--- config.mk ---
export PLATFORM = sky130hd
export DESIGN_NAME = acsr_register_bank
export DESIGN_NICKNAME = d
export VERILOG_FILES = /design/src/rtl/acsr_register_bank.v
export VERILOG_INCLUDE_DIRS = /design/src /design/src/rtl
export SDC_FILE = /design/constraint.sdc
export NUM_CORES = 1
export LEC_CHECK = 0
export ABC_AREA = 1
export ABC_CLOCK_PERIOD_IN_PS = 6350
export BUFFER_PORTS_ARGS = -buffer_cell sky130_fd_sc_hd__buf_2
export CAP_MARGIN = 30
export CORE_MARGIN = 8
export CORE_UTILIZATION = 55
export DETAILED_ROUTE_END_ITERATION = 10
export MAX_ROUTING_LAYER = met4
export PLACE_DENSITY = 0.76
export SETUP_SLACK_MARGIN = 0.02
export SLEW_MARGIN = 0
export SYNTH_ARGS = -nofsm -noshare
export SYNTH_HDL_FRONTEND = slang
export SYNTH_SLANG_ARGS = --single-unit
--- constraint.sdc ---
create_clock -name clk -period 6.35 [get_ports clk]
set_input_delay 0.3175 -clock clk [delete_from_list [all_inputs] [get_ports clk]]
set_output_delay 0.3175 -clock clk [all_outputs]
set_load 0.02 [all_outputs]
--- src/rtl/acsr_defines.vh ---
// Register offsets, field positions, reset values and timing counts of the converter register bank
`ifndef ACSR_DEFINES_VH
`define ACSR_DEFINES_VH
`define ACSR_ADDR_CTRL1      16'h0001
`define ACSR_ADDR_CTRL2      16'h0002
`define ACSR_ADDR_OFFSET     16'h0003
`define ACSR_ADDR_GAIN       16'h0004
`define ACSR_ADDR_THRESH     16'h0005
`define ACSR_RST_CTRL1       16'h001a
`define ACSR_RST_CTRL2       16'h009b
`define ACSR_RST_OFFSET      16'h0000
`define ACSR_RST_GAIN        16'ha000
`define ACSR_RST_THRESH      16'hcccc
`define ACSR_C2_CLKHALF      5
`define ACSR_C2_PWROFF       3
`define ACSR_C2_LOWPWR       2
`define ACSR_C2_AMPOFF       0
`define ACSR_C1_RDOVR        14
`define ACSR_C1_RDGAIN       13
`define ACSR_C1_RDOFF        12
`define ACSR_C1_RDSTAT       11
`define ACSR_C1_BYPF3        4
`define ACSR_FULL_RUN        3'h4
`endif

--- src/rtl/acsr_register_bank.v ---
// Converter register bank: two-word writes, readback select, status word and correction path
`timescale 1ns/1ps
`default_nettype none
`include "acsr_defines.vh"
module acsr_register_bank #(
  parameter [1:0] PRODUCT_CODE = 2'h1,  // Arbitrary value
  parameter       DATA_W       = 16
) (
  input  wire              clk,
  input  wire              arst_n,
  input  wire              wr_stb,
  input  wire [15:0]       wr_data,
  input  wire              rd_stb,
  output reg  [15:0]       rd_data,
  input  wire [2:0]        chip_instance_id,
  input  wire              result_valid_flag,
  input  wire              download_checksum_match,
  input  wire              filter_checksum_match,
  input  wire              user_filter_active,
  input  wire              stage1_valid,
  input  wire [DATA_W-1:0] stage1_data,
  input  wire              mod_valid,
  input  wire              mod_over_full,
  input  wire              res_in_valid,
  input  wire [DATA_W-1:0] res_in_data,
  output reg               res_out_valid,
  output reg  [DATA_W-1:0] res_out_data,
  output wire              clock_halving_select,
  output wire              chip_power_off,
  output wire              reduced_power_select,
  output wire              input_amp_power_off,
  output wire              third_stage_enable,
  output wire [2:0]        rate_divide_select
);
  reg  [15:0] ctrl1_reg, ctrl2_reg, offset_reg, gain_reg, thresh_reg;
  reg  [15:0] addr_reg;
  reg         have_addr_reg;
  reg  [2:0]  id_meta_reg;  // First stage of the die id synchroniser
  reg  [2:0]  id_sync_reg;  // Second stage, the only one logic reads
  reg  [3:0]  rd_sel_reg;
  reg  [2:0]  full_cnt_reg;
  reg         ovr_reg;
  reg  [15:0] stat_word;
  reg  [15:0] mag_in;
  reg  [31:0] prod;
  reg  [17:0] sum;

  // Absolute value of a two's-complement sample
  function [15:0] acsr_abs;
    input [15:0] v;
    begin
      acsr_abs = v[15] ? (~v + 16'h0001) : v;
    end
  endfunction

  assign clock_halving_select = ~ctrl2_reg[`ACSR_C2_CLKHALF];
  assign chip_power_off       = ctrl2_reg[`ACSR_C2_PWROFF];
  assign reduced_power_select = ctrl2_reg[`ACSR_C2_LOWPWR];
  assign input_amp_power_off  = ctrl2_reg[`ACSR_C2_AMPOFF];
  assign third_stage_enable   = ctrl1_reg[`ACSR_C1_BYPF3];
  assign rate_divide_select   = ctrl1_reg[2:0];

  // Status word assembly
  always @* begin
    stat_word        = 16'h0000;
    stat_word[15:14] = PRODUCT_CODE;
    stat_word[13:11] = id_sync_reg;
    stat_word[10]    = result_valid_flag;
    stat_word[9]     = ctrl2_reg[`ACSR_C2_LOWPWR];
    stat_word[8]     = ovr_reg;
    stat_word[7]     = download_checksum_match;
    stat_word[6]     = filter_checksum_match;
    stat_word[5]     = user_filter_active;
    stat_word[4]     = ctrl1_reg[`ACSR_C1_BYPF3];
    stat_word[3]     = 1'b1;
    stat_word[2:0]   = ctrl1_reg[2:0];
  end

  // Gain then offset correction; 18-bit sum keeps full-scale gain from wrapping
  always @* begin
    prod = $signed(res_in_data) * $signed({1'b0, gain_reg});
    sum  = {prod[31], prod[31:15]} + {{2{offset_reg[15]}}, offset_reg};
    mag_in = acsr_abs(stage1_data);
  end

  // Two-word writes, readback select and register storage
  always @(posedge clk or negedge arst_n) begin
    if (!arst_n) begin
      ctrl1_reg     <= `ACSR_RST_CTRL1;
      ctrl2_reg     <= `ACSR_RST_CTRL2;
      offset_reg    <= `ACSR_RST_OFFSET;
      gain_reg      <= `ACSR_RST_GAIN;
      thresh_reg    <= `ACSR_RST_THRESH;
      addr_reg      <= 16'h0000;
      have_addr_reg <= 1'b0;
      rd_sel_reg    <= 4'h0;
      rd_data       <= 16'h0000;
      id_meta_reg   <= 3'h0;
      id_sync_reg   <= 3'h0;
    end else begin
      // Die id comes from pins, so it passes two flip-flops first
      id_meta_reg <= chip_instance_id;
      id_sync_reg <= id_meta_reg;
      if (wr_stb) begin
        have_addr_reg <= ~have_addr_reg;
        if (!have_addr_reg) begin
          addr_reg <= wr_data;
        end else begin
          case (addr_reg)
            `ACSR_ADDR_CTRL1: begin
              ctrl1_reg  <= {7'h00, wr_data[8:0]};  // Bits 15:9 self clear
              rd_sel_reg <= wr_data[14:11];
            end
            `ACSR_ADDR_CTRL2:  ctrl2_reg  <= {10'h000, wr_data[5:0]};
            `ACSR_ADDR_OFFSET: offset_reg <= wr_data;
            `ACSR_ADDR_GAIN:   gain_reg   <= wr_data;
            `ACSR_ADDR_THRESH: thresh_reg <= wr_data;
            default: ;
          endcase
        end
      end
      if (rd_stb) begin
        rd_sel_reg <= 4'h0;
        if (rd_sel_reg[`ACSR_C1_RDSTAT-11])      rd_data <= stat_word;
        else if (rd_sel_reg[`ACSR_C1_RDOFF-11])  rd_data <= offset_reg;
        else if (rd_sel_reg[`ACSR_C1_RDGAIN-11]) rd_data <= gain_reg;
        else if (rd_sel_reg[`ACSR_C1_RDOVR-11])  rd_data <= thresh_reg;
        else                                     rd_data <= res_out_data;
      end
    end
  end

  // Overrange detection on first-stage output and modulator full scale
  always @(posedge clk or negedge arst_n) begin
    if (!arst_n) begin
      full_cnt_reg <= 3'h0;
      ovr_reg      <= 1'b0;
    end else begin
      if (mod_valid) begin
        if (!mod_over_full)
          full_cnt_reg <= 3'h0;
        else if (full_cnt_reg != `ACSR_FULL_RUN + 3'h1)
          full_cnt_reg <= full_cnt_reg + 3'h1;
      end
      if (mod_valid && mod_over_full && full_cnt_reg >= `ACSR_FULL_RUN)
        ovr_reg <= 1'b1;
      else if (stage1_valid)
        ovr_reg <= ({mag_in, 1'b0} > {1'b0, thresh_reg});
    end
  end

  // Corrected result register
  always @(posedge clk or negedge arst_n) begin
    if (!arst_n) begin
      res_out_valid <= 1'b0;
      res_out_data  <= 16'h0000;
    end else begin
      res_out_valid <= res_in_valid;
      if (res_in_valid) begin
        if (sum[17:15] != 3'b000 && sum[17:15] != 3'b111)
          res_out_data <= sum[17] ? 16'h8000 : 16'h7fff;
        else
          res_out_data <= sum[15:0];
      end
    end
  end
endmodule
`default_nettype wire

Word level (Yosys, flattened, before mapping)
Index checks and enable logic that the tools add are counted.
- add/sub/neg operators: 3
- $mul: 1
- magnitude comparators: 2
- equal/unequal tests: 8
- muxes and demuxes: 15
- bitwise operators: 3
- reductions and logical operators: 16
- operators by type and width (kind ; count):
    $mux 16 ; 7
    $eq 16x2->1 const B ; 2
    $eq 16x3->1 const B ; 2
    $mul 16x17->32 ; 1
    $add 17x16->18 ; 1
    $reduce_and 3->1 ; 6
    $gt 17x16->1 ; 1
    $add 16x1->16 const B ; 1
    $eq 16x1->1 const B ; 1
    $mux 4 ; 4
    $not 16->16 ; 1
    $reduce_bool 2->1 ; 4
    $mux 3 ; 2
    $ne 3x3->1 const B ; 2
    $reduce_and 2->1 ; 2
    $add 3x1->3 const B ; 1
    $ge 3x3->1 const B ; 1
    $logic_and 1x1->1 ; 3
    $reduce_bool 3->1 ; 1
    $mux 1 ; 2
    $ne 2x1->1 const B ; 1
    $not 1->1 ; 2
- register bits after elaboration: 123
- input port bits: 63
- output and inout bits: 41
- word-level logic and storage cells: 63

Logic depth before layout (Yosys ltp)
Gate-level depths: netlist of run 1.
- depth in word-level cells: 6
- mapped depth: 40
- mapped depth without buffers: 37

Worst setup path before layout of run 1
OpenSTA, ideal clock, no wires.
- kind: reg-to-reg
- start point: reg gain_reg[13]
- end point: reg res_out_data[10]
- setup time: 0.077 ns
- arrival time: 6.913 ns
- setup slack: -0.641 ns
- cell stages (with the launch flop): 32
- buffers on the path: 3
- period minus slack after synthesis: 6.991 ns
- path through: dfstp_2 -> clkbuf_1 -> clkbuf_1 -> nand2_1 -> fa_1 -> fa_1 -> fa_1 -> inv_1 -> fa_1 -> fa_1 -> fa_1 -> ha_1 -> a21oi_1 -> inv_1 -> a31oi_1 -> a21boi_0 -> nand2_1 -> xor2_1 -> ha_1 -> fa_1 -> nand2_1 -> nand2_1 -> nand3_1 -> nand2_1 -> nand2_1 -> nand2_1 -> nand2_1 -> nand2_1 -> nand3_1 -> nand2_1 -> buf_4 -> a21oi_1
- word-level cells in the longest chain between the ends: 5
- ends and longest elaborated chain (item ; RTL line ; text):
    start: declaration ; acsr_register_bank.v:35 ; reg [15:0] ctrl1_reg, ctrl2_reg, offset_reg, gain_reg, thresh_reg;
    start signal: assignment ; acsr_register_bank.v:92 ; gain_reg <= `ACSR_RST_GAIN;
    start signal: assignment ; acsr_register_bank.v:116 ; `ACSR_ADDR_GAIN: gain_reg <= wr_data;
    $mul 16x17->32 * ; acsr_register_bank.v:81 ; prod = $signed(res_in_data) * $signed({1'b0, gain_reg});
    $add 17x16->18 * ; acsr_register_bank.v:82 ; sum = {prod[31], prod[31:15]} + {{2{offset_reg[15]}}, offset_reg};
    $ne 3x3->1 or $reduce_bool 3->1 (tied branches) ; acsr_register_bank.v:160 ; if (sum[17:15] != 3'b000 && sum[17:15] != 3'b111)
    $logic_and 1x1->1 ; acsr_register_bank.v:160 ;
    $mux 16 * ; acsr_register_bank.v:160 ;
    end signal: assignment ; acsr_register_bank.v:161 ; res_out_data <= sum[17] ? 16'h8000 : 16'h7fff;
    end signal: assignment ; acsr_register_bank.v:163 ; res_out_data <= sum[15:0];
    end: declaration ; acsr_register_bank.v:27 ; output reg [DATA_W-1:0] res_out_data,
Mark *: on every way between the ends. The rest lies on a longest branch, timed or not.
A chain may end at the register's enable or synchronous reset.

Final worst setup path of run 1
- start point: reg gain_reg[5]
- end point: reg res_out_data[6]
The elaborated chain is that of the path after synthesis.

==> reports/summary.txt, run 1 <==
Hold Path Class - in2reg
CTS tree - built
Die Y - 186.1 um
Final Power - 2.561 mW
Async S/R FF share, synth - 100.0%
H-tree Lvls - 4
library cells used by synthesis - 42
vias in the first global route - 15520
placed cell areas - 0.01812 mm^2
failing checks - negative setup slack
final setup fails - 16
row cnt - 62
crit path kind - reg2reg
WL final - 49750 um
Top cell by count, worst path - nand2_2
I/O pins - 104
Slew Limit Fails - 0
Data required, critical path - 6.70 ns
root buf cell - clkbuf_16
PortBufs - 103
share of cells above drive strength 1 - 26.10%
Worst setup SP type - flip-flop
Syn Area/Cell - 7.537 um^2
Worst-Margin Slew - 0.9967 ns
setup TNS - -6.909 ns
PD cells - 127.5 mW/mm^2
DRC - 0
Tcrit/Tclk final - 107.2%
slowest library cell on the worst path - fa_1
total track usage - 29.99%
EDFF count, synth - 0
P&R area growth vs syn - 26.18%
Placer Congestion - 0.9808
Max stage delay on crit path - 0.54 ns
Tmin final - 6.807 ns
final setup margin - -0.4573 ns
largest net degree at the start of global routing - 74
first-pass GRT wire length - 78690 um
Cell Area, Synth - 0.01592 mm^2
Post-DRT Antenna Nets - 0
die area - 0.03464 mm^2
Max-Cap Viols - 0
DPL Wire Length - 38120 um
Final Hold Fails - 0
slew margin rel. - 33.31%
Register Area - 0.003029 mm^2
initial antenna violation count - 0
Clock Skew - 0.01116 ns
syn_nets - 2519
CTS Buffer Depth - 2
commonest cells in the synthesized netlist - nand2_1 (537), inv_1 (481), fa_1 (194)
status - complete, but fails checks
Congestion Overflow GR - 0
fill count - 2169
clock slew at reported path FFs - 0.07 ns
Finished Core Util - 70.17%
Mapped Cells - 2112
drt first pass iters - 6
Initial Util - 55.61%
YS warnings - 0
DR WL/cell - 18.10 um
number of synthesized register bits - 120
multi-input gate area in the final layout - 0.01183 mm^2
Top FF cell, synth - dfrtp_1
CP endpoint kind - flip-flop
top cells by area, synth - fa_1 (24%), dfrtp_1 (17%), nand2_1 (13%), ha_1 (12%), inv_1 (11%)
DRT iter0 DRCs - 1308
DR vias/cell - 5.456
Arrival @ worst endpoint - 7.16 ns
CTS Sinks - 120
leakage - 10.90 nW
Post-Place Setup Slack - -0.7432 ns
worst skew pair latency - 0.43 ns
top-count cell post-synth - nand2_1
Fmax - 146.9 MHz
Final Cell Area - 0.02009 mm^2
Max IR drop VDD - 0.0002555 V
leading area contributor after synthesis - fa_1
largest fanout on the critical path - 8
width of the die - 186.1 um
top-area cell type share of the netlist area - 24.40%
CTS Buf Count - 17
RSZ-0062 raised after global routing - yes
DR vias - 14990
Post-layout nets - 2758
core footprint - 0.02863 mm^2
post-synthesis sequential area ratio - 18.98%
Antenna diodes - 0
==> critical path, delay by kind of cell (launching register included) <==
kind	cells	cell delay, ns
adder cells (fa/ha/maj)	8	3.65
AND/OR/NAND/NOR	15	1.26
AO/OA/AOI/OAI	4	0.62
flip-flops	1	0.49
buffers and inverters	7	0.56
XOR/XNOR	1	0.13
==> metrics by stage <==
stage,hold WS (ns),std cells
final,0.1227,2748
after global routing,0.1526,2748
after CTS,0.1177,2739
after detailed placement,0.3379,2682
after global placement,0.3318,2680
after floorplan,0.02191,2112
==> layout by cell type, fill, tap and decap left out, types with 5 or more instances in the layout <==
cell       synthesis  layout
nor2_1           111      91
nand3_1           53      43
nand2_1          537     464
nand2_2            1      62
ha_4               0      25
nand3_2            0       8
inv_1            481     453
ha_1             150     122
a21oi_4            0       7
nand4_1           12      12
clkinv_8           0       5
o21ai_0          122     112
or2_2              9       9
nand2_4            0      12
buf_12             0       8
nor2_2             0      11
buf_4              2     181
a21oi_1           91      56
buf_2              4     102
xnor2_1            8       7
inv_6              0       5
a21o_1             6       6
buf_6              4      12
o221ai_1           5       5
inv_2              0      28
xor2_1            31      26
o21ai_2           11      16
fa_2               0      10
dfstp_2           14      14
a21oi_2            0      28
o211ai_1           9       9
fa_1             194     184
nor2_4             0       9
o21ai_1           21      26
dfrtp_1          106      99
dfrtp_2            0       7
clkbuf_16          0      18
==> path summary, 6_finish.rpt <==
kind                                 from               to  slack, ns  cells past startpoint
setup reg to reg              gain_reg[5]  res_out_data[6]      -0.46                     35
hold / removal                 wr_data[0]     ctrl1_reg[0]       0.12                      3
hold reg to reg            id_meta_reg[1]   id_sync_reg[1]       0.35                      0
min in group asynchronous          arst_n  full_cnt_reg[1]       0.45                      2
setup / recovery              gain_reg[5]  res_out_data[6]      -0.46                     35
max in group asynchronous          arst_n      rd_data[12]       4.52                      3
==> timing repair <==
action | CTS | global route
endpoints found under the hold margin | 41 | 0
setup endpoints to repair | 16 | 16
gates resized for setup | 154 | 106
pin swaps | 57 | 48
setup buffers | 20 | 8
hold buffers | 4 | 0
gates cloned | 2 | 1
==> area by class of cell <==
| class | instances | area share, % |
|---|---|---|
| clock buffer | 17 | 2.118 |
| clock inverter | 15 | 0.8908 |
| inverter | 482 | 9.008 |
| multi-input combinational | 1417 | 58.91 |
| sequential | 120 | 15.08 |
| tap | 384 | 2.392 |
| timing repair buffer | 313 | 11.60 |
==> power by group <==
group	switching [mW]	total, mW	leakage, nW	internal, mW
Sequential	0.0593	0.882	1.47	0.823
Combinational	0.422	0.696	9.13	0.273
Clock	0.450	0.983	0.295	0.532
==> per-layer routing <==
layer	vias up	global-route usage, %	part of all wire (%)
met5	-	-	0
met4	0	13.08	4.9
met3	186	4.470	7.1
met2	706	49.42	49
met1	7228	36.36	39
li1	6872	-	-
==> cells by family (layout without fill, tap and decap cells) <==
logic type / after synthesis / after routing / synth area share, %
simple gates: 745 / 747 / 18.74
buf+inv: 577 / 827 / 14.00
fa+ha+maj: 344 / 344 / 36.19
compound gates: 287 / 287 / 9.951
flops: 120 / 120 / 18.97
xor+xnor: 39 / 39 / 2.146
Note: power is estimated with default switching activity, not from simulation.
==> run 2, diff against run 1 <==
PLACE_DENSITY = not set   (was 0.76)
PLACE_DENSITY_LB_ADDON = 0.2   (was not set)
SETUP_SLACK_MARGIN = not set   (was 0.02)
==> run 2 against run 1 <==
  * The run still ends with negative setup slack left
  * Sequential power decreased by 0.5%
  * Routed wire length decreased by 1.1%
  * Critical path depth decreased by 4
  * Core utilization increased by 0.90 points
  * First-iteration DRC count decreased by 18%
  * Clock skew increased by 0.0017 ns
  * Combinational power increased by 1%
  * Count of clock-buffer cells in the layout unchanged
  * Die area unchanged
  * Sequential share of layout area decreased by 0.15 points
  * Register-to-register slack got worse by 0.08 ns
  * Critical path type unchanged
==> reports/summary.txt, run 2 (same netlist as run 1, synthesis figures left out) <==
Final Power - 2.584 mW (+0.90%)
final setup fails - 16 (unchanged)
DR vias - 14840 (-1.0%)
P&R area growth vs syn - 27.80%
setup TNS - -7.517 ns (-0.6088 ns)
worst r2r src - gain_reg[13]
CTS Sinks - 120 (unchanged)
DRT iter0 DRCs - 1072 (-18%)
slowest library cell on the worst path - dfstp_2
leakage - 10.99 nW (+0.87%)
core footprint - 0.02863 mm^2 (unchanged)
most frequent cells in the layout - inv_1 (457), nand2_1 (452), buf_4 (185), fa_1 (178), ha_1 (120)
largest net degree at the start of global routing - 71 (-4.1%)
total track usage - 30.18% (+0.19 points)
failing checks - negative setup slack
worst skew pair latency - 0.44 ns (about the same)
PD cells - 127.0 mW/mm^2 (-0.38%)
Arrival @ worst endpoint - 7.23 ns (+0.07 ns)
CTS Buffer Depth - 2 (unchanged)
CP endpoint kind - flip-flop
fill count - 2242 (+3.4%)
Initial Util - 55.61% (unchanged)
DR WL/cell - 17.85 um (-1.4%)
DPL Wire Length - 37650 um (-1.3%)
Clock Skew - 0.01285 ns (+0.001691 ns)
root buf cell - clkbuf_16
Die Y - 186.1 um (unchanged)
WL final - 49210 um (-1.1%)
share of cells above drive strength 1 - 27.35% (+1.2 points)
Worst-Margin Slew - 0.9404 ns (-0.05622 ns)
final setup margin - -0.5340 ns (-0.07663 ns)
slew margin rel. - 37.30% (+4.0 points)
RSZ-0062 raised after global routing - yes
PortBufs - 103 (unchanged)
drt first pass iters - 7 (+1)
Hold Path Class - in2reg
die area - 0.03464 mm^2 (unchanged)
Slew Limit Fails - 0 (unchanged)
I/O pins - 104 (unchanged)
row cnt - 62 (unchanged)
Finished Core Util - 71.07% (+0.90 points)
width of the die - 186.1 um (unchanged)
HP Start - wr_data[0]
clock slew at reported path FFs - 0.07 ns (about the same)
Max-Cap Viols - 0 (unchanged)
Post-layout nets - 2767 (+0.33%)
Tmin final - 6.884 ns (+0.07663 ns)
vias in the first global route - 15480 (-0.24%)
H-tree Lvls - 4 (unchanged)
status - complete, but fails checks
Max IR drop VDD - 0.0002462 V (-3.6%)
DR vias/cell - 5.383 (-1.3%)
Worst setup SP type - flip-flop
Final Hold Fails - 0 (unchanged)
most common cell after layout, fill and taps aside - inv_1
crit path from - gain_reg[13]
Tcrit/Tclk final - 108.4% (+1.2 points)
Max stage delay on crit path - 0.63 ns (+0.09 ns)
Antenna diodes - 0 (unchanged)
crit path kind - reg2reg
Post-DRT Antenna Nets - 0 (unchanged)
CTS Buf Count - 17 (unchanged)
Congestion Overflow GR - 0 (unchanged)
Fmax - 145.3 MHz (-1.1%)
Placer Congestion - 0.9514 (-3.0%)
first-pass GRT wire length - 79030 um (+0.43%)
Data required, critical path - 6.70 ns (about the same)
initial antenna violation count - 0 (unchanged)
CTS tree - built
DRC - 0 (unchanged)
Top cell by count, worst path - nand2_4
largest fanout on the critical path - 8 (unchanged)
[run 2: critical path, delay by kind of cell (launching register included)]
family | cells | cell delay (ns)
xor+xnor | 1 | 0.17
flops | 1 | 0.63
buf+inv | 4 | 0.30
fa+ha+maj | 8 | 3.59
simple gates | 14 | 1.30
compound gates | 4 | 0.78
[run 2: worst paths after layout]
check / end / cells after the start / slack, ns
max in group asynchronous: gain_reg[3] / 3 / 4.48
max: res_out_data[1] / 31 / -0.53
min: ctrl1_reg[0] / 3 / 0.12
max reg2reg: res_out_data[1] / 31 / -0.53
min in group asynchronous: addr_reg[13] / 2 / 0.45
min reg2reg: id_sync_reg[0] / 0 / 0.35
[run 2: stage by stage]
stage	setup slack [ns]	hold slack, ns	cell area [um^2]	std cells
after floorplan	0.001253	0.02191	16400	2112
after global placement	-0.8557	0.3346	17900	2665
after detailed placement	-0.9869	0.3365	17950	2667
after CTS	-0.3898	0.1180	19710	2746
after global routing	-0.7604	0.1255	20340	2757
final	-0.5340	0.1155	20340	2757
[run 2: cell type report]
class	instances	area, um^2	area share, %
multi-input cells	1417	12020	59.07
flip-flops and latches	120	3038	14.93
repair buffers	322	2395	11.77
inverters	482	1809	8.894
well taps	384	480.5	2.362
clock buffers	17	425.4	2.091
clock inverters	15	178.9	0.8795
[run 2: what timing repair did]
item,in CTS,in global routing
endpoints found under the hold margin,44,0
pin swaps,89,84
buffers inserted,42,11
cloned,2,0
setup endpoints to repair,16,16
gates resized for setup,180,135
hold buffers,4,0
[run 2: layer usage]
metal,wire length [um],global-route usage (%),share of wire (%)
met1,19200,36.06,39
met5,0,-,0
met3,3314,4.392,6.7
met4,2290,11.94,4.7
met2,24410,51.00,50
[run 2: power by group]
part           switching (mW)  internal [mW]
combinational           0.427          0.278
clock                   0.438          0.563
sequential             0.0547          0.823
total                   0.919           1.66
